--- config.mk ---
export PLATFORM = sky130hd
export DESIGN_NAME = jarex_exec
export DESIGN_NICKNAME = d
export VERILOG_FILES = /design/src/verilog/jarex_pkg.sv /design/src/verilog/jarex_cyc_cnt.sv /design/src/verilog/jarex_desc_chk.sv /design/src/verilog/jarex_exec.sv
export SDC_FILE = /design/constraint.sdc
export NUM_CORES = 1
export LEC_CHECK = 0
export ABC_AREA = 0
export ABC_CLOCK_PERIOD_IN_PS = 13600
export BUFFER_PORTS_ARGS = -buffer_cell sky130_fd_sc_hd__buf_2
export CORE_UTILIZATION = 49
export DETAILED_ROUTE_END_ITERATION = 16
export GPL_TIMING_DRIVEN = 0
export PLACE_DENSITY = 0.76
export SLEW_MARGIN = 20
export SYNTH_ARGS = -nofsm -noshare
export SYNTH_HDL_FRONTEND = slang
export SYNTH_SLANG_ARGS = --single-unit
--- constraint.sdc ---
create_clock -name SYS_CLK_I -period 13.6 [get_ports SYS_CLK_I]
set_input_delay 2.72 -clock SYS_CLK_I [delete_from_list [all_inputs] [get_ports SYS_CLK_I]]
set_output_delay 2.72 -clock SYS_CLK_I [all_outputs]
set_load 0.05 [all_outputs]
--- src/verilog/jarex_pkg.sv ---
package jarex_pkg;
  // First opcode byte, second byte of the two-byte access-rights load, and group ModRM reg values
  localparam logic [7:0] OP_CNTZ = 8'hE3;
  localparam logic [7:0] OP_SHORT = 8'hEB;
  localparam logic [7:0] OP_NEAR = 8'hE9;
  localparam logic [7:0] OP_FAR = 8'hEA;
  localparam logic [7:0] OP_GRP = 8'hFF;
  localparam logic [7:0] OP_FLGLD = 8'h9F;
  localparam logic [7:0] OP_RIGHTS = 8'h02;
  localparam logic [2:0] REG_NEAR_IND = 3'h4;
  localparam logic [2:0] REG_FAR_IND = 3'h5;
  // Instruction clocks, before the next-instruction byte count (a fault uses CYC_FAULT alone), plus counter width and ceiling
  localparam int CNT_W = 8;
  localparam logic [7:0] CYC_SHORT = 8'h07;
  localparam logic [7:0] CYC_CNTZ_TK = 8'h08;
  localparam logic [7:0] CYC_CNTZ_NT = 8'h04;
  localparam logic [7:0] CYC_IND_MEM = 8'h0B;
  localparam logic [7:0] CYC_FAR_RM = 8'h0B;
  localparam logic [7:0] CYC_FARI_RM = 8'h0F;
  localparam logic [7:0] CYC_FAR_PM = 8'h17;
  localparam logic [7:0] CYC_FARI_PM = 8'h1A;
  localparam logic [7:0] CYC_CGATE = 8'h26;
  localparam logic [7:0] CYC_CGATE_I = 8'h29;
  localparam logic [7:0] CYC_TSS = 8'hAF;
  localparam logic [7:0] CYC_TSS_I = 8'hB2;
  localparam logic [7:0] CYC_TGATE = 8'hB4;
  localparam logic [7:0] CYC_TGATE_I = 8'hB7;
  localparam logic [7:0] CYC_FLGLD = 8'h02;
  localparam logic [7:0] CYC_RIGHTS_REG = 8'h0E;
  localparam logic [7:0] CYC_RIGHTS_MEM = 8'h10;
  localparam logic [7:0] CYC_FAULT = 8'h01;
  localparam logic [7:0] CNT_MAX = 8'hFF;
  // Fault vectors
  localparam logic [7:0] VEC_UD = 8'h06;
  localparam logic [7:0] VEC_NP = 8'h0B;
  localparam logic [7:0] VEC_SS = 8'h0C;
  localparam logic [7:0] VEC_GP = 8'h0D;
  // Access rights byte layout, plus the zero flag bit of FLAGS
  localparam int AR_P = 7;
  localparam int AR_DPL_HI = 6;
  localparam int AR_DPL_LO = 5;
  localparam int AR_S = 4;
  localparam int AR_CODE = 3;
  localparam int AR_CONF = 2;
  localparam logic [4:0] TYPE_TSS_AVAIL = 5'h01;
  localparam logic [4:0] TYPE_CGATE = 5'h04;
  localparam logic [4:0] TYPE_TGATE = 5'h05;
  localparam int FLAG_ZF = 6;
  // Pending write bits
  localparam int P_IP = 0;
  localparam int P_CS = 1;
  localparam int P_FL = 2;
  localparam int P_AH = 3;
  localparam int P_DST = 4;
  localparam int P_FLT = 5;
  localparam int NPEND = 6;
  typedef enum logic [1:0] {
    ST_IDLE = 2'b00,
    ST_DESC = 2'b01,
    ST_TASK = 2'b10,
    ST_WAIT = 2'b11
  } jarex_state_t;
  typedef enum logic [1:0] {
    PH_FAR = 2'b00,
    PH_GATE = 2'b01,
    PH_TSEL = 2'b10,
    PH_RIGHTS = 2'b11
  } jarex_phase_t;
endpackage

--- src/verilog/jarex_cyc_cnt.sv ---
module jarex_cyc_cnt (
  input wire logic clk_i,
  input wire logic rst_i,
  input wire logic ce_i,
  input wire logic start_i,
  input wire logic [jarex_pkg::CNT_W-1:0] lim_i,
  output logic [jarex_pkg::CNT_W-1:0] cnt_o,
  output logic last_o
);
  import jarex_pkg::*;
  typedef struct packed {
    logic [CNT_W-1:0] cnt;
  } jarex_cnt_t;
  jarex_cnt_t r;
  jarex_cnt_t n;

  always_comb begin
    n = r;
    if (start_i) begin
      n.cnt = 8'h01;
    end else if (r.cnt != CNT_MAX) begin
      n.cnt = r.cnt + 8'h01;
    end
  end

  always_ff @(posedge clk_i or posedge rst_i) begin
    if (rst_i) begin
      r <= '0;
    end else if (ce_i) begin
      r <= n;
    end
  end

  assign cnt_o = r.cnt;
  // High one cycle before the limit so the registered done lands on it
  assign last_o = ({1'b0, r.cnt} + 9'h001) >= {1'b0, lim_i};
endmodule // jarex_cyc_cnt

--- src/verilog/jarex_desc_chk.sv ---
module jarex_desc_chk (
  input wire logic [7:0] ar_i,
  input wire logic [1:0] cpl_i,
  input wire logic [1:0] rpl_i,
  output logic present_o,
  output logic vis_o,
  output logic code_o,
  output logic conf_o,
  output logic code_ok_o,
  output logic cgate_o,
  output logic tgate_o,
  output logic tss_o
);
  import jarex_pkg::*;
  logic [1:0] descriptor_privilege_level;
  assign descriptor_privilege_level = ar_i[AR_DPL_HI:AR_DPL_LO];
  assign present_o = ar_i[AR_P];
  assign vis_o = (descriptor_privilege_level >= cpl_i) && (descriptor_privilege_level >= rpl_i);
  assign code_o = ar_i[AR_S] && ar_i[AR_CODE];
  assign conf_o = ar_i[AR_CONF];
  assign code_ok_o = conf_o ? (descriptor_privilege_level <= cpl_i) : (descriptor_privilege_level == cpl_i);
  assign cgate_o = ar_i[AR_S:0] == TYPE_CGATE;
  assign tgate_o = ar_i[AR_S:0] == TYPE_TGATE;
  assign tss_o = ar_i[AR_S:0] == TYPE_TSS_AVAIL;
endmodule // jarex_desc_chk

--- src/verilog/jarex_exec.sv ---
module jarex_exec (
  input wire logic SYS_CLK_I,
  input wire logic RST_I,
  input wire logic CE_I,
  input wire logic START_I,
  input wire logic TWO_BYTE_I,
  input wire logic [7:0] OPCODE_I,
  input wire logic [2:0] MODRM_REG_I,
  input wire logic MODRM_IS_REG_I,
  input wire logic [15:0] DISP_I,
  input wire logic [15:0] PTR_OFF_I,
  input wire logic [15:0] PTR_SEL_I,
  input wire logic [15:0] OPER_WORD_I,
  input wire logic OPER_FAULT_I,
  input wire logic OPER_SS_I,
  input wire logic [15:0] NEXT_IP_I,
  input wire logic [3:0] NEXT_LEN_I,
  input wire logic PROT_MODE_I,
  input wire logic [1:0] CPL_I,
  input wire logic [15:0] CS_LIMIT_I,
  input wire logic [15:0] COUNT_REG_I,
  input wire logic [15:0] FLAGS_I,
  input wire logic [15:0] GDT_LIMIT_I,
  input wire logic [15:0] LDT_LIMIT_I,
  input wire logic DESC_ACK_I,
  input wire logic [7:0] DESC_AR_I,
  input wire logic [15:0] DESC_LIMIT_I,
  input wire logic [15:0] DESC_GSEL_I,
  input wire logic [15:0] DESC_GOFF_I,
  input wire logic TS_DONE_I,
  input wire logic [15:0] TS_FLAGS_I,
  input wire logic [15:0] TS_IP_I,
  input wire logic [15:0] TS_CS_I,
  input wire logic [15:0] TS_CS_LIMIT_I,
  output logic BUSY_O,
  output logic DONE_O,
  output logic IP_WE_O,
  output logic [15:0] IP_O,
  output logic CS_WE_O,
  output logic [15:0] CS_O,
  output logic [7:0] CACHE_AR_O,
  output logic [15:0] CACHE_LIMIT_O,
  output logic FLAGS_WE_O,
  output logic [15:0] FLAGS_O,
  output logic AH_WE_O,
  output logic [7:0] AH_O,
  output logic DEST_WE_O,
  output logic [15:0] DEST_O,
  output logic FAULT_O,
  output logic [7:0] FAULT_VEC_O,
  output logic [15:0] FAULT_CODE_O,
  output logic DESC_REQ_O,
  output logic [15:0] DESC_SEL_O,
  output logic TS_REQ_O,
  output logic [15:0] TS_SEL_O
);
  import jarex_pkg::*;

  typedef struct packed {
    jarex_state_t st;
    jarex_phase_t ph;
    logic ts;
    logic done;
    logic [15:0] sel;
    logic [15:0] goff;
    logic [15:0] ip;
    logic [15:0] cs;
    logic [15:0] clim;
    logic [15:0] flags;
    logic [15:0] dst;
    logic [15:0] fcode;
    logic [7:0] car;
    logic [7:0] ah;
    logic [7:0] fvec;
    logic [7:0] cost;
    logic [NPEND-1:0] pend;
    logic [NPEND-1:0] pulse;
  } jarex_regs_t;

  jarex_regs_t r;
  jarex_regs_t n;

  logic is_cntz, is_short, is_near, is_far, is_ind_n, is_ind_f, is_flgld, is_rights;
  logic is_ind, taken, take_new, cyc_last;
  logic [15:0] rel_tgt;
  logic [15:0] near_tgt;
  logic [7:0] cyc_lim;
  logic dc_present, dc_vis, dc_code, dc_conf, dc_code_ok, dc_cgate, dc_tgate, dc_tss;

  // Fault drops every pending write; the instruction has no effect
  function automatic jarex_regs_t fault(input jarex_regs_t s, input logic [7:0] v,
                                        input logic [15:0] c);
    fault = s;
    fault.pend = '0;
    fault.pend[P_FLT] = 1'b1;
    fault.fvec = v;
    fault.fcode = c;
    fault.st = ST_WAIT;
  endfunction

  function automatic logic idx_ok(input logic [15:0] s);
    idx_ok = s[2] ? ({s[15:3], 3'h7} <= LDT_LIMIT_I) : ({s[15:3], 3'h7} <= GDT_LIMIT_I);
  endfunction

  function automatic jarex_regs_t ldcode(input jarex_regs_t s, input logic [15:0] sl,
                                         input logic [15:0] off);
    ldcode = s;
    ldcode.cs = sl;
    ldcode.ip = off;
    ldcode.car = DESC_AR_I;
    ldcode.clim = DESC_LIMIT_I;
    ldcode.pend[P_IP] = 1'b1;
    ldcode.pend[P_CS] = 1'b1;
  endfunction

  assign is_cntz = !TWO_BYTE_I && OPCODE_I == OP_CNTZ;
  assign is_short = !TWO_BYTE_I && OPCODE_I == OP_SHORT;
  assign is_near = !TWO_BYTE_I && OPCODE_I == OP_NEAR;
  assign is_far = !TWO_BYTE_I && OPCODE_I == OP_FAR;
  assign is_ind_n = !TWO_BYTE_I && OPCODE_I == OP_GRP && MODRM_REG_I == REG_NEAR_IND;
  assign is_ind_f = !TWO_BYTE_I && OPCODE_I == OP_GRP && MODRM_REG_I == REG_FAR_IND;
  assign is_flgld = !TWO_BYTE_I && OPCODE_I == OP_FLGLD;
  assign is_rights = TWO_BYTE_I && OPCODE_I == OP_RIGHTS;
  assign is_ind = OPCODE_I == OP_GRP;
  assign taken = COUNT_REG_I == 16'h0000;
  // Carry out of bit 15 is dropped on purpose
  assign rel_tgt = NEXT_IP_I + (is_near ? DISP_I : {{8{DISP_I[7]}}, DISP_I[7:0]});
  assign near_tgt = is_ind_n ? OPER_WORD_I : rel_tgt;
  assign take_new = START_I && r.st == ST_IDLE;
  assign cyc_lim = r.pend[P_FLT] ? CYC_FAULT : r.cost + {4'h0, NEXT_LEN_I};

  jarex_desc_chk u_desc_chk (
    .ar_i(DESC_AR_I),
    .cpl_i(CPL_I),
    .rpl_i(r.sel[1:0]),
    .present_o(dc_present),
    .vis_o(dc_vis),
    .code_o(dc_code),
    .conf_o(dc_conf),
    .code_ok_o(dc_code_ok),
    .cgate_o(dc_cgate),
    .tgate_o(dc_tgate),
    .tss_o(dc_tss)
  );

  jarex_cyc_cnt u_cyc_cnt (
    .clk_i(SYS_CLK_I),
    .rst_i(RST_I),
    .ce_i(CE_I),
    .start_i(take_new),
    .lim_i(cyc_lim),
    .cnt_o(),
    .last_o(cyc_last)
  );

  always_comb begin
    n = r;
    n.pulse = '0;
    n.done = 1'b0;
    case (r.st)
      ST_IDLE: begin
        if (START_I) begin
          n.pend = '0;
          n.ts = 1'b0;
          n.st = ST_WAIT;
          if (is_cntz || is_short || is_near || is_ind_n) begin
            n.ip = near_tgt;
            n.cost = is_cntz ? (taken ? CYC_CNTZ_TK : CYC_CNTZ_NT) :
                     (is_ind_n && !MODRM_IS_REG_I) ? CYC_IND_MEM : CYC_SHORT;
            n.pend[P_IP] = !is_cntz || taken;
            if (is_ind_n && !MODRM_IS_REG_I && OPER_FAULT_I) begin
              n = fault(n, OPER_SS_I ? VEC_SS : VEC_GP, 16'h0000);
            end else if (PROT_MODE_I && n.pend[P_IP] && near_tgt > CS_LIMIT_I) begin
              n = fault(n, VEC_GP, 16'h0000);
            end
          end else if (is_ind_f && MODRM_IS_REG_I) begin
            n = fault(n, VEC_UD, 16'h0000);
          end else if (is_ind_f && OPER_FAULT_I) begin
            n = fault(n, OPER_SS_I ? VEC_SS : VEC_GP, 16'h0000);
          end else if (is_far || is_ind_f) begin
            n.sel = PTR_SEL_I;
            n.goff = PTR_OFF_I;
            n.ph = PH_FAR;
            if (!PROT_MODE_I) begin
              n.ip = PTR_OFF_I;
              n.cs = PTR_SEL_I;
              n.pend[P_IP] = 1'b1;
              n.pend[P_CS] = 1'b1;
              n.cost = is_far ? CYC_FAR_RM : CYC_FARI_RM;
            end else if (PTR_SEL_I[15:2] == 14'h0000) begin
              n = fault(n, VEC_GP, 16'h0000);
            end else if (!idx_ok(PTR_SEL_I)) begin
              n = fault(n, VEC_GP, PTR_SEL_I);
            end else begin
              n.st = ST_DESC;
            end
          end else if (is_flgld) begin
            n.ah = FLAGS_I[7:0];
            n.pend[P_AH] = 1'b1;
            n.cost = CYC_FLGLD;
          end else if (is_rights && PROT_MODE_I) begin
            n.ph = PH_RIGHTS;
            n.cost = MODRM_IS_REG_I ? CYC_RIGHTS_REG : CYC_RIGHTS_MEM;
            if (!MODRM_IS_REG_I && OPER_FAULT_I) begin
              n = fault(n, OPER_SS_I ? VEC_SS : VEC_GP, 16'h0000);
            end else begin
              n.sel = OPER_WORD_I;
              n.flags = FLAGS_I;
              n.flags[FLAG_ZF] = 1'b0;
              n.pend[P_FL] = 1'b1;
              if (idx_ok(OPER_WORD_I)) begin
                n.st = ST_DESC;
              end
            end
          end else begin
            // Real-mode rights load and foreign opcodes
            n = fault(n, VEC_UD, 16'h0000);
          end
        end
      end
      ST_DESC: begin
        if (DESC_ACK_I) begin
          n.st = ST_WAIT;
          case (r.ph)
            PH_RIGHTS: begin
              if (dc_vis) begin
                n.dst = {DESC_AR_I, 8'h00};
                n.pend[P_DST] = 1'b1;
                n.flags[FLAG_ZF] = 1'b1;
              end
            end
            PH_FAR: begin
              n.cost = is_ind ? CYC_FARI_PM : CYC_FAR_PM;
              if (dc_code) begin
                if (!dc_code_ok || (!dc_conf && r.sel[1:0] > CPL_I)) begin
                  n = fault(n, VEC_GP, r.sel);
                end else if (!dc_present) begin
                  n = fault(n, VEC_NP, r.sel);
                end else if (r.goff > DESC_LIMIT_I) begin
                  n = fault(n, VEC_GP, 16'h0000);
                end else if (dc_conf) begin
                  n = ldcode(n, r.sel, r.goff);
                end else begin
                  n = ldcode(n, {r.sel[15:2], CPL_I}, r.goff);
                end
              end else if (dc_cgate) begin
                n.cost = is_ind ? CYC_CGATE_I : CYC_CGATE;
                if (!dc_vis) begin
                  n = fault(n, VEC_GP, r.sel);
                end else if (!dc_present) begin
                  n = fault(n, VEC_NP, r.sel);
                end else if (DESC_GSEL_I[15:2] == 14'h0000) begin
                  n = fault(n, VEC_GP, 16'h0000);
                end else if (!idx_ok(DESC_GSEL_I)) begin
                  n = fault(n, VEC_GP, DESC_GSEL_I);
                end else begin
                  // Pointer offset is dropped in favour of the gate's
                  n.sel = DESC_GSEL_I;
                  n.goff = DESC_GOFF_I;
                  n.ph = PH_GATE;
                  n.st = ST_DESC;
                end
              end else if (dc_tgate) begin
                n.cost = is_ind ? CYC_TGATE_I : CYC_TGATE;
                if (!dc_vis) begin
                  n = fault(n, VEC_GP, r.sel);
                end else if (!dc_present) begin
                  n = fault(n, VEC_NP, r.sel);
                end else if (DESC_GSEL_I[2] || !idx_ok(DESC_GSEL_I)) begin
                  n = fault(n, VEC_GP, DESC_GSEL_I);
                end else begin
                  n.sel = DESC_GSEL_I;
                  n.ph = PH_TSEL;
                  n.st = ST_DESC;
                end
              end else if (dc_tss) begin
                n.cost = is_ind ? CYC_TSS_I : CYC_TSS;
                if (!dc_vis) begin
                  n = fault(n, VEC_GP, r.sel);
                end else if (!dc_present) begin
                  n = fault(n, VEC_NP, r.sel);
                end else begin
                  n.st = ST_TASK;
                end
              end else begin
                n = fault(n, VEC_GP, r.sel);
              end
            end
            PH_GATE: begin
              if (!dc_code || !dc_code_ok) begin
                n = fault(n, VEC_GP, r.sel);
              end else if (!dc_present) begin
                n = fault(n, VEC_NP, r.sel);
              end else if (r.goff > DESC_LIMIT_I) begin
                n = fault(n, VEC_GP, 16'h0000);
              end else begin
                n = ldcode(n, {r.sel[15:2], CPL_I}, r.goff);
              end
            end
            default: begin
              if (!dc_tss) begin
                n = fault(n, VEC_GP, r.sel);
              end else if (!dc_present) begin
                n = fault(n, VEC_NP, r.sel);
              end else begin
                n.st = ST_TASK;
              end
            end
          endcase
        end
      end
      ST_TASK: begin
        // Save, busy marking and context load are done by the switch engine
        if (TS_DONE_I) begin
          n.st = ST_WAIT;
          n.ts = 1'b1;
          n.flags = TS_FLAGS_I;
          n.ip = TS_IP_I;
          n.cs = TS_CS_I;
          n.pend[P_IP] = 1'b1;
          n.pend[P_FL] = 1'b1;
          // Switch has already happened, so the fault lands in the new task
          n.pend[P_FLT] = TS_IP_I > TS_CS_LIMIT_I;
          n.fvec = VEC_GP;
          n.fcode = 16'h0000;
        end
      end
      ST_WAIT: begin
        if (cyc_last) begin
          n.pulse = r.pend;
          n.done = 1'b1;
          n.st = ST_IDLE;
        end
      end
      default: begin
        n.st = ST_IDLE;
      end
    endcase
  end

  always_ff @(posedge SYS_CLK_I or posedge RST_I) begin
    if (RST_I) begin
      r <= '0;
    end else if (CE_I) begin
      r <= n;
    end
  end

  assign BUSY_O = r.st != ST_IDLE;
  assign DONE_O = r.done;
  assign IP_WE_O = r.pulse[P_IP];
  assign IP_O = r.ip;
  assign CS_WE_O = r.pulse[P_CS];
  assign CS_O = r.cs;
  assign CACHE_AR_O = r.car;
  assign CACHE_LIMIT_O = r.clim;
  assign FLAGS_WE_O = r.pulse[P_FL];
  assign FLAGS_O = r.flags;
  assign AH_WE_O = r.pulse[P_AH];
  assign AH_O = r.ah;
  assign DEST_WE_O = r.pulse[P_DST];
  assign DEST_O = r.dst;
  assign FAULT_O = r.pulse[P_FLT];
  assign FAULT_VEC_O = r.fvec;
  assign FAULT_CODE_O = r.fcode;
  assign DESC_REQ_O = r.st == ST_DESC;
  assign DESC_SEL_O = r.sel;
  assign TS_REQ_O = r.st == ST_TASK;
  assign TS_SEL_O = r.sel;

  chk_count_zero: assert property (
    @(posedge SYS_CLK_I) disable iff (RST_I)
    take_new && CE_I && is_cntz && !taken |=> !r.pend[P_IP]
  ) else $error("count jump taken with nonzero count");

  chk_cond_limit: assert property (
    @(posedge SYS_CLK_I) disable iff (RST_I)
    take_new && CE_I && PROT_MODE_I && (is_short || is_near || (is_cntz && taken))
    && rel_tgt > CS_LIMIT_I
    |=> r.pend[P_FLT] && r.fvec == VEC_GP && r.fcode == 16'h0000 && !r.pend[P_IP]
  ) else $error("jump beyond limit did not fault with code zero");

  chk_short_clocks: assert property (
    @(posedge SYS_CLK_I) disable iff (RST_I)
    take_new && CE_I && is_short && !PROT_MODE_I && NEXT_LEN_I == 4'h0
    |-> ##1 (!DONE_O)[*6] ##1 (DONE_O && IP_WE_O)
  ) else $error("short jump did not finish on its seventh clock");

  chk_flags_kept: assert property (
    @(posedge SYS_CLK_I) disable iff (RST_I)
    FLAGS_WE_O |-> r.ts || r.ph == PH_RIGHTS
  ) else $error("flags written without task switch");

  chk_short_sext: assert property (
    @(posedge SYS_CLK_I) disable iff (RST_I)
    take_new && CE_I && is_short
    |=> r.ip == $past(NEXT_IP_I) + {{8{$past(DISP_I[7])}}, $past(DISP_I[7:0])}
  ) else $error("short displacement not sign extended");

  chk_ud_regop: assert property (
    @(posedge SYS_CLK_I) disable iff (RST_I)
    take_new && CE_I && is_ind_f && MODRM_IS_REG_I
    |=> r.pend == 6'h20 && r.fvec == VEC_UD
  ) else $error("register far indirect operand not rejected");

  chk_flags_copy: assert property (
    @(posedge SYS_CLK_I) disable iff (RST_I)
    take_new && CE_I && is_flgld
    |=> r.ah == $past(FLAGS_I[7:0]) && r.pend == 6'h08
  ) else $error("flags low byte not copied alone");

  chk_rights_nofault: assert property (
    @(posedge SYS_CLK_I) disable iff (RST_I)
    FAULT_O && r.ph == PH_RIGHTS |-> FAULT_CODE_O == 16'h0000 && FAULT_VEC_O != VEC_NP
  ) else $error("rights load faulted on its selector");
endmodule // jarex_exec

# --- Yosys cells after proc, flatten, opt, wreduce, memory -nomap -nowiden ---
# Cells that the tools add are included.
classes:
  addsub: 4
  n_lt_le_gt_ge: 14
  n_eq_ne: 104
  n_mux: 115
  bitwise_logic: 9
  n_reduce_logical: 66
op_table:
  columns: ["operator", "n"]
  rows:
  - ["178-bit 2-to-1 mux", 16]
  - ["140-bit 2-to-1 mux", 6]
  - ["177-bit 2-to-1 mux", 3]
  - ["60-bit 2-to-1 mux", 7]
  - ["95-bit one-hot mux with 3 select lines", 1]
  - ["49-bit one-hot mux with 3 select lines", 1]
  - ["16-bit one-hot mux with 3 select lines", 3]
  - ["142-bit 2-to-1 mux", 1]
  - ["16-bit 2-to-1 mux", 8]
  - ["110-bit 2-to-1 mux", 1]
  - ["16-bit less-or-equal comparator", 6]
  - ["32-bit 2-to-1 mux", 3]
  - ["16-bit one-hot mux with 2 select lines", 3]
  - ["32-bit one-hot mux with 3 select lines", 1]
  - ["88-bit 2-to-1 mux", 1]
  - ["3-bit inequality test (second input constant)", 24]
  - ["8-bit 2-to-1 mux", 8]
  - ["32-bit one-hot mux with 2 select lines", 1]
  - ["4-bit inequality test (second input constant)", 13]
  - ["51-bit 2-to-1 mux", 1]
  - ["25-bit AND reduction", 2]
  - ["8-bit equality test (second input constant)", 6]
  - ["16-bit greater-than comparator", 3]
  - ["38-bit 2-to-1 mux", 1]
  - ["other kinds (67)", 192]
word_totals:
  regBits: 185
  out_inout_bits: 162
  elab_cells: 335

# --- Depth between registers and ports, before layout ---
# Gate-level depths: netlist of the first run.
logic_depth:
  depth_word: 13
  depth_mapped: 23
  mapped_depth_nobuf: 22

# --- Hierarchy ---
# From an unflattened synthesis of the first run, not the netlist that was laid out.
hier_totals:
  cells_unflattened: 1855
  hier_area_um2: 15961.6
by_module_without_submodules:
  columns: ["module", "n_inst", "cells_each", "area_per_inst_um2", "seq_area_each_um2"]
  rows:
  - ["jarex_exec", 1, 1749, 15068.2, 4103.9]
  - ["jarex_cyc_cnt", 1, 83, 734.5, 200.2]
  - ["jarex_desc_chk", 1, 23, 158.9, 0.0]

# --- Worst setup path after synthesis of the first run ---
# No wires, ideal clock.
synth_path:
  kind: "input -> register"
  startpoint: "input OPCODE_I[2]"
  endpoint: "register r (netlist bit FAULT_CODE_O[6])"
  setup_ns: 0.125
  arrival_time_ns: 7.280
  path_slack_ns: 6.195
  path_stages: 23
  path_buffers: 1
  path_cell_list: "or4b_4 > nor4b_4 > nand2_1 > nand2_1 > ha_1 > a21oi_1 > nor2_1 > a21oi_1 > and3_2 > nor2_1 > a221o_1 > o21ai_1 > nand2_1 > ha_1 > nand3_1 > nor3_1 > a221o_1 > o31a_1 > or3_1 > nand3_1 > a21o_1 > buf_4 > mux2_2"
synth_via:
  elab_chain_cells: 11
  elab_cells_between_ends: 48
  cone_classes: "1 x add/sub; 1 x order compare; 12 x eq/ne; 11 x mux; 23 x reduce/logical"
synth_lines:
  columns: ["item", "line", "text"]
  rows:
  - ["start, declared", "jarex_exec.sv:7", "input wire logic [7:0] OPCODE_I,"]
  - ["parallel branches: the longest is 11 deep, another holds 16-bit adder", null, null]
  - ["end signal, assigned", "jarex_exec.sv:345", "r <= n;"]
  - ["end, declared", "jarex_exec.sv:80", "jarex_regs_t r;"]
# Parallel ways; which one is timed is not known. The select of a mux whose other input is x is not followed.
# A chain may end at the register's enable or synchronous reset.

# --- Worst setup path in the final report of the first run ---
layout_path:
  startpoint: "input TWO_BYTE_I"
  endpoint: "register r (netlist bit FAULT_CODE_O[6])"
layout_via:
  elab_chain_cells: 10
  elab_cells_between_ends: 42
  cone_classes: "1 x add/sub; 1 x order compare; 5 x eq/ne; 11 x mux; 24 x reduce/logical"
layout_lines:
  columns: ["item", "line", "text"]
  rows:
  - ["start, declared", "jarex_exec.sv:6", "input wire logic TWO_BYTE_I,"]
  - ["parallel branches: the longest is 10 deep, another holds 16-bit adder", null, null]
# Parallel ways; which one is timed is not known. The select of a mux whose other input is x is not followed.

==> results of run 1 <==
-- Yosys cell counts, types with 45 or more instances --
cell type / n / area share
o21ai_0: 75 / 0.024
nand2_1: 183 / 0.044
mux2_2: 69 / 0.049
dfrtp_1: 172 / 0.27
nand3_1: 48 / 0.015
ha_1: 174 / 0.14
nor2_1: 80 / 0.019
a22oi_1: 66 / 0.031
buf_4: 155 / 0.074
inv_1: 105 / 0.025
a21oi_1: 101 / 0.032
clkbuf_1: 45 / 0.011
-- registers in the layout, indices dropped and copies added, names as in the netlist, 4 cells and up --
register	cells
IP_O	16
u_cyc_cnt.cnt_o	8
DEST_O	8
DESC_SEL_O	16
CS_O	16
CACHE_AR_O	8
CACHE_LIMIT_O	16
AH_O	8
r	33
FAULT_VEC_O	4
FLAGS_O	16
FAULT_CODE_O	16
-- metal layers --
layer	GRT usage	wire length, µm	up-vias
li1	-	-	7399
met1	0.4764	25490	7785
met2	0.6237	29050	833
met3	0.05866	4676	143
met4	0.1627	2437	2
met5	0	13	-
-- worst paths after layout --
kind	slack [ns]	start	endpoint
max	5.73	TWO_BYTE_I	FAULT_CODE_O[6]
min	0.47	CACHE_AR_O[4]	CACHE_AR_O[4]
max reg2reg	9.59	r[177]	FAULT_CODE_O[6]
min reg2reg	0.47	CACHE_AR_O[4]	CACHE_AR_O[4]
max in group asynchronous	10.38	RST_I	IP_O[11]
min in group asynchronous	2.30	RST_I	AH_O[4]
-- through the flow --
| step | worst slack, ns | hold WS, ns | power [µW] |
|---|---|---|---|
| 4_1_cts | 5.819 | 0.4776 | 2883 |
| 3_3_place_gp | 4.182 | 0.4525 | 2285 |
| 3_5_place_dp | 5.365 | 0.4607 | 2317 |
| 5_1_grt | 5.447 | 0.4940 | 3042 |
| 6_report | 5.729 | 0.4737 | 2903 |
| 2_1_floorplan | 6.195 | 0.4359 | 1875 |
-- report_power, final --
group | switching, µW | internal (µW) | leakage (µW)
Clock | 234 | 328 | 0.000323
Sequential | 85.6 | 626 | 0.00231
Combinational | 1050 | 576 | 0.00749
-- cell type report --
type | instances | area (µm²)
Antenna cell | 4 | 10.01
Buffer | 218 | 1476
Clock buffer | 20 | 466.7
Clock inverter | 12 | 193.9
Fill cell | 2862 | 12260
Inverter | 107 | 409.1
Multi-Input combinational cell | 1298 | 9625
Sequential cell | 172 | 4304
Tap cell | 402 | 503.0
Timing Repair Buffer | 456 | 2305
-- critical path: cells and delay by family --
kind	cells	cell delay, ns
mux	1	0.36
simple gates	12	2.42
buf+inv	2	0.41
compound gates	7	1.72
fa+ha+maj	2	0.55
-- cells by family (layout without fill, tap and decap cells) --
logic type      after synthesis  count (layout)  share of synthesized area
compound gates              490             490                     0.2202
simple gates                490             490                     0.1557
other cells                   1              16                  0.0002381
flops                       172             172                     0.2733
xor+xnor                     21              21                    0.01168
buf+inv                     325             813                     0.1193
fa+ha+maj                   176             176                     0.1408
mux                         109             109                    0.07882
==> flow_summary_export.csv, run 1 <==
group,metric,value,unit
outcome,status,"complete, no violations",
final_layout,final_cell_mix,"buf_2 (464), nand2_1 (183), ha_1 (174), dfrtp_1 (172), buf_4 (155)",
critical_path,crit_path_start_kind,"input pin",
timing,clock.fmax,0.1270,GHz
synthesis,synth_area,0.01575,mm²
cts,post_cts_resized,0,
global_route,antenna_found_initial,4,
cts,cts_made_buffers,17,
synthesis,synth_cell_types,99,
pwr,power_density,150.5,mW/mm²
floorplanning,io_pins,470,
placement,gp_congestion,0.9711,
synthesis,synthCells,1784,
global_route,first_global_vias,15990,
critical_path,slowest_stage,"or4b_4",
synthesis,synth_seq_cells,172,
cts,clkTransAtPathRegs,0.07,ns
critical_path,cp.required,13.94,ns
timing,report.final.slew_viol_count,0,
floorplanning,initial_utilization,0.4990,
final_layout,stdcell_area,0.01929,mm²
timing,layout_min_cycle_time,7.871,ns
global_route,grt-ovfl-total,0,
detailed_routing,post_drt_wl_per_cell,22.93,µm
run,drv_cap,0,
final_layout,nets,2754,
detailed_routing,ant_nets,0,
final_layout,drive_above_1_share,0.3399,
critical_path,worst-path-max-fanout,10,
timing,fin_crit_sh,0.5788,
final_layout,final_common_cell,"buf_2",
timing,setup_violations,0,
global_route,groute.usage.overall,0.3734,
final_layout,syn2layout_area_growth,22.52,%
timing,fin_worst_skew,0.01046,ns
critical_path,max_stage_delay,0.54,ns
cts,clock_latency,0.45,ns
floorplanning,die_w,181.3,µm
synthesis,yosys_warnings,0,
synthesis,async_flop_share,1.000,
detailed_routing,dr.pass1.iters,7,
placement,hpwl,50550,µm
timing,hold_viol,0,
placement,place_area,0.01862,mm²
floorplanning,rows,65,
floorplanning,die_area,0.03286,mm²
synthesis,synth-edff-count,0,
final_layout,stdcell_count,2689,
global_route,grt_pass1_wl,93040,µm
final_layout,final_core_util,0.6114,
critical_path,crit_chain,"buf_2 -> or4b_4 -> nor4b_4 -> nand2_1 -> nand2_1 -> ha_1 -> a21oi_1 -> nor2_1 -> a21oi_1 -> and3_2 -> nor2_1 -> a221o_1 -> o21ai_1 -> nand2_1 -> ha_1 -> nand3_1 -> nor3_1 -> a221o_1 -> o31a_1 -> or3_1 -> nand3_1 -> a21o_1 -> buf_4 -> mux2_2",
cts,cts_max_level,4,
cts,cts_buffer_depth,2,
cts,cts_tree,"done",
critical_path,ff2ff_path_depth,12,
detailed_routing,drc_errors,0,
timing,rsz0062_at_grt,"false",
critical_path,path_class,"input pin to register",
timing,worst_pin_slew,1.078,ns
pwr,cellLeakagePower,0.01013,µW
global_route,grt_max_degree,101,
hold_path,hp-class,"register to register",
placement,io_buffers,455,
critical_path,crit_path_end_kind,"register",
cts,hold_buffers,0,
synthesis,syn_avg_cell_area,8.827,µm²
pwr,irDropWorstVdd,0.0001068,V
critical_path,cpMostUsedCell,"nand2_1",
synthesis,ys_seq_area_frac,0.2733,
synthesis,synthFlopType,"dfrtp_1",
detailed_routing,vias,16160,
hold_path,holdPathStages,1,
cts,cts_sinks,172,
floorplanning,core,0.03156,mm²
detailed_routing,vias_per_cell,6.010,
timing,tns,0,ns
placement,placed_cells,2653,
timing,slew_headroom,0.2758,
cts,cts_root_buf,"clkbuf_16",
detailed_routing,drt_iter0_markers,1286,
floorplanning,dieHeight,181.3,µm
critical_path,cp.arrival,8.21,ns
detailed_routing,wirelength,61670,µm
cts,cts_setup_buffers,0,
(Power assumes the default switching activity.)
==> inputs of run 2 (changes only) <==
Settings changed: ABC_CLOCK_PERIOD_IN_PS 13600 to 7100, CORE_UTILIZATION 49 to 48, PLACE_DENSITY 0.76 to 0.78.
Clock period 13.6 ns to 7.1 ns, I/O delays scaled along.
==> run 2 against run 1 <==
Compared with the run above:
- sequential power increased by 91%
- setup slack worse by 5.2 ns
- utilization is 0.54 points lower
- count of clock-buffer cells in the layout decreased by 2
- sequential share of layout area about the same
- critical path depth did not move
- first-iteration DRC count is 3.5% higher
- cell area grew 0.14%
- non-clock buffer count stayed put
- final cell count up 1.4%
- largest cell class unchanged
- routed wire length is 2.4% lower
- highest routed layer unchanged
- register-to-register slack lost 6.4 ns
==> flow_summary_export.csv, run 2 (synthesized netlist as in run 1, its figures left out) <==
group,metric,value,unit
outcome,status,"complete, no violations",
critical_path,cp.arrival,6.93,ns
critical_path,rr_endpoint,"FAULT_CODE_O[10]",
final_layout,final_common_cell,"buf_2",
critical_path,cpMostUsedCell,"nand2_1",
run,drv_cap,0,
global_route,grt_max_degree,106,
hold_path,hp-class,"register to register",
critical_path,path_class,"input pin to register",
critical_path,crit_start,"OPCODE_I[2]",
floorplanning,io_pins,470,
critical_path,cp_top_family,"simple AND/OR/NAND/NOR gates",
final_layout,drive_above_1_share,0.3399,
final_layout,nets,2754,
detailed_routing,post_drt_wl_per_cell,22.08,µm
global_route,grt-ovfl-total,0,
critical_path,crit_path_end_kind,"register",
final_layout,largest_reg_flops,33,
critical_path,ff2ff_path_depth,12,
pwr,irDropWorstVdd,0.0001799,V
critical_path,regToRegSetupSlack,3.20,ns
floorplanning,die_area,0.03354,mm²
final_layout,seq_area,0.004304,mm²
critical_path,endpoint,"FAULT_CODE_O[10]",
cts,clock_latency,0.45,ns
detailed_routing,wirelength,60210,µm
critical_path,path_buf_inv,2,
cts,clkTransAtPathRegs,0.07,ns
placement,io_buffers,455,
critical_path,worst-path-max-fanout,10,
critical_path,cp_num_cells,24,
cts,post_cts_resized,0,
timing,rsz0062_at_grt,"false",
global_route,first_global_vias,15970,
detailed_routing,vias,16200,
global_route,antenna_found_initial,12,
timing,slew_headroom,0.2693,
floorplanning,rows,65,
detailed_routing,ant_nets,0,
cts,hold_buffers,0,
final_layout,multi_input_area,0.009625,mm²
timing,hold_viol,0,
detailed_routing,dr.pass1.iters,8,
cts,cts_root_buf,"clkbuf_16",
critical_path,cp.required,7.42,ns
cts,cts_tree,"done",
critical_path,max_stage_delay,0.54,ns
final_layout,final_cell_mix,"buf_2 (464), nand2_1 (183), ha_1 (174), dfrtp_1 (172), buf_4 (155)",
final_layout,regMostFlops,"r",
timing,setup_violations,0,
pwr,cellLeakagePower,0.01012,µW
placement,placed_cells,2686,
pwr,power_density,285.0,mW/mm²
detailed_routing,vias_per_cell,5.942,
timing,worst_pin_slew,1.088,ns
cts,cts_made_buffers,17,
timing,report.final.slew_viol_count,0,
timing,fin_crit_sh,0.9303,
timing,clock.fmax,0.1514,GHz
global_route,grt_pass1_wl,90380,µm
final_layout,stdcell_count,2727,
placement,gp_congestion,1.004,
floorplanning,core,0.03188,mm²
timing,tns,0,ns
final_layout,n_fill_cell,2936,
floorplanning,initial_utilization,0.4940,
timing,fin_worst_skew,0.01576,ns
critical_path,r2r-start,"r[177]",
cts,cts_buffer_depth,2,
cts,cts_sinks,172,
detailed_routing,drt_iter0_markers,1331,
critical_path,slowest_stage,"o21ai_1",
critical_path,crit_path_start_kind,"input pin",
final_layout,syn2layout_area_growth,22.68,%
critical_path,crit_chain,"buf_2 -> nor2_1 -> nand4_1 -> o21ai_1 -> nand2_1 -> ha_1 -> nand2_1 -> nor2_1 -> nand4_1 -> and3_2 -> o31ai_1 -> a211oi_1 -> o21ai_1 -> nand2_1 -> ha_1 -> nand3_1 -> nor3_1 -> a221o_1 -> o31a_1 -> or3_1 -> nand3_1 -> a21o_1 -> buf_4 -> mux2_1",
placement,hpwl,49090,µm
global_route,groute.usage.overall,0.3558,
detailed_routing,drc_errors,0,
floorplanning,die_w,183.1,µm
timing,layout_min_cycle_time,6.605,ns
floorplanning,dieHeight,183.1,µm
cts,cts_max_level,4,
cts,cts_setup_buffers,0,
-- run 2: cell count changes in the layout (fill, tap and decap cells not counted) --
cell / previous run / this run
inv_8: 3 / 4
clkinv_4: 0 / 2
clkbuf_8: 6 / 4
clkinvlp_4: 1 / 0
bufinv_16: 4 / 3
diode_2: 4 / 9
inv_6: 5 / 6
-- run 2: worst min-delay path by stage --
| stage | startpoint | endpoint | slack [ns] | cells after the start |
|---|---|---|---|---|
| 2_1_floorplan | CACHE_AR_O[3] | CACHE_AR_O[3] | 0.44 | 1 |
| 3_3_place_gp | CACHE_AR_O[7] | CACHE_AR_O[7] | 0.45 | 1 |
| 3_5_place_dp | CACHE_AR_O[3] | CACHE_AR_O[3] | 0.45 | 1 |
| 4_1_cts | CACHE_AR_O[3] | CACHE_AR_O[3] | 0.47 | 1 |
| 5_1_grt | CACHE_AR_O[7] | CACHE_AR_O[7] | 0.48 | 1 |
| 6_report | CACHE_AR_O[3] | CACHE_AR_O[3] | 0.46 | 1 |
-- run 2: area by class of cell --
class / count / share of cell area
tap: 435 / 0.02817
buffer: 218 / 0.07642
timing repair buffer: 456 / 0.1193
inverter: 107 / 0.02118
multi-input combinational: 1298 / 0.4982
clock inverter: 14 / 0.01004
clock buffer: 18 / 0.02273
sequential: 172 / 0.2228
antenna: 9 / 0.001166
-- run 2: report_power, final --
part           switching [µW]  leakage (µW)  total [µW]  internal, µW
Clock                     452      0.000313        1030           579
Sequential                161       0.00231        1360          1200
Combinational            2010       0.00749        3110          1100
Total                    2620        0.0101        5510          2880
-- run 2: worst register-to-register path, stage by stage (launching register included) --
cell and delay [ns]:
dfrtp_1 0.43, inv_1 0.10, ha_1 0.15, buf_2 0.21, clkinv_1 0.29, nor2_1 0.53
nand3_1 0.30, or3_1 0.42, and3_1 0.21, nand4b_1 0.35, a21o_1 0.23, buf_4 0.25
mux2_1 0.35
-- run 2: routing by layer --
metal,wire length (µm),global-route usage,up-vias,share of wire
li1,-,-,7420,-
met1,24310,0.4426,7667,0.40
met2,27780,0.5839,915,0.46
met3,4958,0.06871,195,0.082
met4,3127,0.1883,6,0.052
met5,32,0,-,0.00053
-- run 2: through the flow --
stage / util / total power, µW / hold WS (ns) / cell area, µm² / worst slack (ns)
floorplan: - / 3592 / 0.4359 / 15790 / 0.9955
detailed placement: 0.5852 / 4423 / 0.4536 / 18660 / 0.1942
global route: 0.6058 / 5769 / 0.4846 / 19310 / 0.2452
global placement: 0.5838 / 4357 / 0.4507 / 18610 / -1.047
finish: 0.6060 / 5506 / 0.4646 / 19320 / 0.4949
CTS: 0.6050 / 5466 / 0.4745 / 19290 / 0.6487
==> inputs of run 3 (changes only) <==
Settings changed: CORE_UTILIZATION 48 to 45, PLACE_DENSITY 0.78 to 0.74, REMOVE_ABC_BUFFERS set to 1.
==> run 3 against run 2 <==
Compared with the run above:
- sequential share of layout area grew 1.5 points
- sequential cell count is the same
- die area grew 6.6%
- routed wire length shrank 2.9%
- first-iteration DRC count shrank 1.1%
- count of clock-buffer cells in the layout is the same
- critical path depth shrank 2
- clock skew grew 0.0028 ns
==> flow_summary_export.csv, run 3 (synthesized netlist as in run 1, its figures left out) <==
group,metric,value,unit
critical_path,cp.arrival,7.07,ns
timing,setup_violations,0,
final_layout,nets,2551,
detailed_routing,post_drt_wl_per_cell,22.97,µm
critical_path,crit_path_end_kind,"register",
placement,gp_congestion,0.9587,
final_layout,final_common_cell,"buf_2",
cts,cts_max_level,4,
critical_path,crit_path_start_kind,"input pin",
floorplanning,die_w,189.1,µm
detailed_routing,wirelength,58450,µm
detailed_routing,dr.pass1.iters,6,
cts,cts_tree,"done",
cts,cts_setup_buffers,0,
cts,clock_latency,0.47,ns
floorplanning,io_pins,470,
pwr,irDropWorstVdd,0.0002735,V
cts,cts_buffer_depth,2,
final_layout,syn2layout_area_growth,15.09,%
timing,layout_min_cycle_time,6.721,ns
global_route,grt_max_degree,89,
final_layout,drive_above_1_share,0.3048,
timing,rsz0062_at_grt,"false",
floorplanning,dieHeight,189.1,µm
floorplanning,initial_utilization,0.4570,
timing,worst_pin_slew,1.112,ns
global_route,grt-ovfl-total,0,
floorplanning,rows,68,
critical_path,path_class,"input pin to register",
global_route,groute.usage.overall,0.3241,
pwr,power_density,286.3,mW/mm²
global_route,antenna_found_initial,11,
critical_path,cp.required,7.45,ns
timing,slew_headroom,0.2585,
cts,cts_sinks,172,
floorplanning,core,0.03446,mm²
cts,clkTransAtPathRegs,0.07,ns
timing,setup_ws,0.3787,ns
global_route,first_global_vias,14940,
placement,io_buffers,457,
detailed_routing,vias_per_cell,6.040,
timing,fin_crit_sh,0.9467,
critical_path,worst-path-max-fanout,20,
placement,post-place-ws,-0.3700,ns
final_layout,regMostFlops,"r",
pwr,cellLeakagePower,0.009231,µW
cts,cts_root_buf,"clkbuf_16",
outcome,status,"complete, no violations",
timing,hold_viol,0,
final_layout,largest_reg_flops,33,
detailed_routing,drc_errors,0,
hold_path,hp-class,"register to register",
run,drv_cap,0,
placement,hpwl,46730,µm
timing,clock.fmax,0.1488,GHz
global_route,grt_pass1_wl,87760,µm
final_layout,final_cell_mix,"buf_2 (457), nand2_1 (183), dfrtp_1 (172), ha_1 (172), inv_1 (104)",
timing,report.final.slew_viol_count,0,
timing,fin_worst_skew,0.01858,ns
detailed_routing,ant_nets,0,
timing,hold_slack,0.4636,ns
cts,hold_buffers,0,
detailed_routing,drt_iter0_markers,1316,
floorplanning,die_area,0.03575,mm²
detailed_routing,vias,15370,
cts,cts_made_buffers,17,
final_layout,n_fill_cell,3287,
[run 3: cell types whose count changed in the layout (fill, tap and decap cells not counted), moves of 3 or more]
cell      previous run  this run
buf_4              155         6
clkbuf_1            45         0
nor2_1              80        77
buf_1                3         0
inv_6                6         3
clkinv_4             2         5
clkbuf_8             4         1
buf_16               1         4
buf_2              464       457
[run 3: final timing paths]
path | start | end | slack (ns) | cells past startpoint
min in group asynchronous | RST_I | FLAGS_O[3] | 1.06 | 2
hold / removal | CACHE_AR_O[3] | CACHE_AR_O[3] | 0.46 | 1
setup / recovery | TWO_BYTE_I | FAULT_CODE_O[6] | 0.38 | 22
max in group asynchronous | RST_I | r[13] | 5.13 | 3
setup reg to reg | r[177] | FAULT_CODE_O[6] | 2.14 | 10
hold reg to reg | CACHE_AR_O[3] | CACHE_AR_O[3] | 0.46 | 1
[run 3: per-layer routing]
| metal | vias to the layer above | GRT usage | part of all wire |
|---|---|---|---|
| met5 | - | 0 | 0.00079 |
| met4 | 8 | 0.1436 | 0.041 |
| met3 | 153 | 0.05783 | 0.074 |
| met2 | 768 | 0.5240 | 0.46 |
| met1 | 7434 | 0.4223 | 0.42 |
| li1 | 7004 | - | - |
[run 3: report_power, final]
group          internal, µW  leakage [µW]  switching, µW
clock network           535      0.000289            460
logic                   882       0.00663           1960
registers              1200       0.00231            150
total                  2620       0.00923           2570
[run 3: critical path, stage by stage]
cell,delay (ns)
buf_2,0.15
or4b_4,0.53
nor4b_4,0.60
nand2_1,0.12
nand2_1,0.12
ha_1,0.24
a21o_1,0.19
nor3_1,0.18
and3_2,0.25
nor2_1,0.07
a221o_1,0.36
o21ai_1,0.14
nand2_1,0.09
ha_1,0.29
nand3_1,0.13
nor3_1,0.06
a221o_1,0.32
o31a_1,0.33
or3_1,0.41
nand3_1,0.12
a21o_2,0.55
mux2_2,0.41
[run 3: through the flow]
step	instances	utilization	cell area (µm²)	setup TNS, ns	power (µW)
2_1_floorplan	1577	-	14310	0	3250
3_3_place_gp	2489	0.4983	17170	-249.58	4069
3_5_place_dp	2503	0.5073	17480	-6.929	4172
4_1_cts	2535	0.5247	18080	0	5176
5_1_grt	2541	0.5257	18120	0	5467
6_report	2544	0.5260	18120	0	5188
[run 3: cell type report]
class / count / area (µm²) / share of cell area
Antenna cell: 9 / 22.52 / 0.001243
Timing Repair Buffer: 471 / 2495 / 0.1377
Tap cell: 455 / 569.3 / 0.03141
Inverter: 107 / 409.1 / 0.02258
Clock inverter: 14 / 161.4 / 0.008906
Clock buffer: 18 / 439.2 / 0.02423
Sequential cell: 172 / 4304 / 0.2375
Multi-Input combinational cell: 1298 / 9723 / 0.5365
[run 3: timing repair]
| item | in CTS | in global routing |
|---|---|---|
| setup endpoints to repair | 0 | 20 |
| resized for setup | 0 | 1 |
| hold endpoints to repair | 0 | 0 |
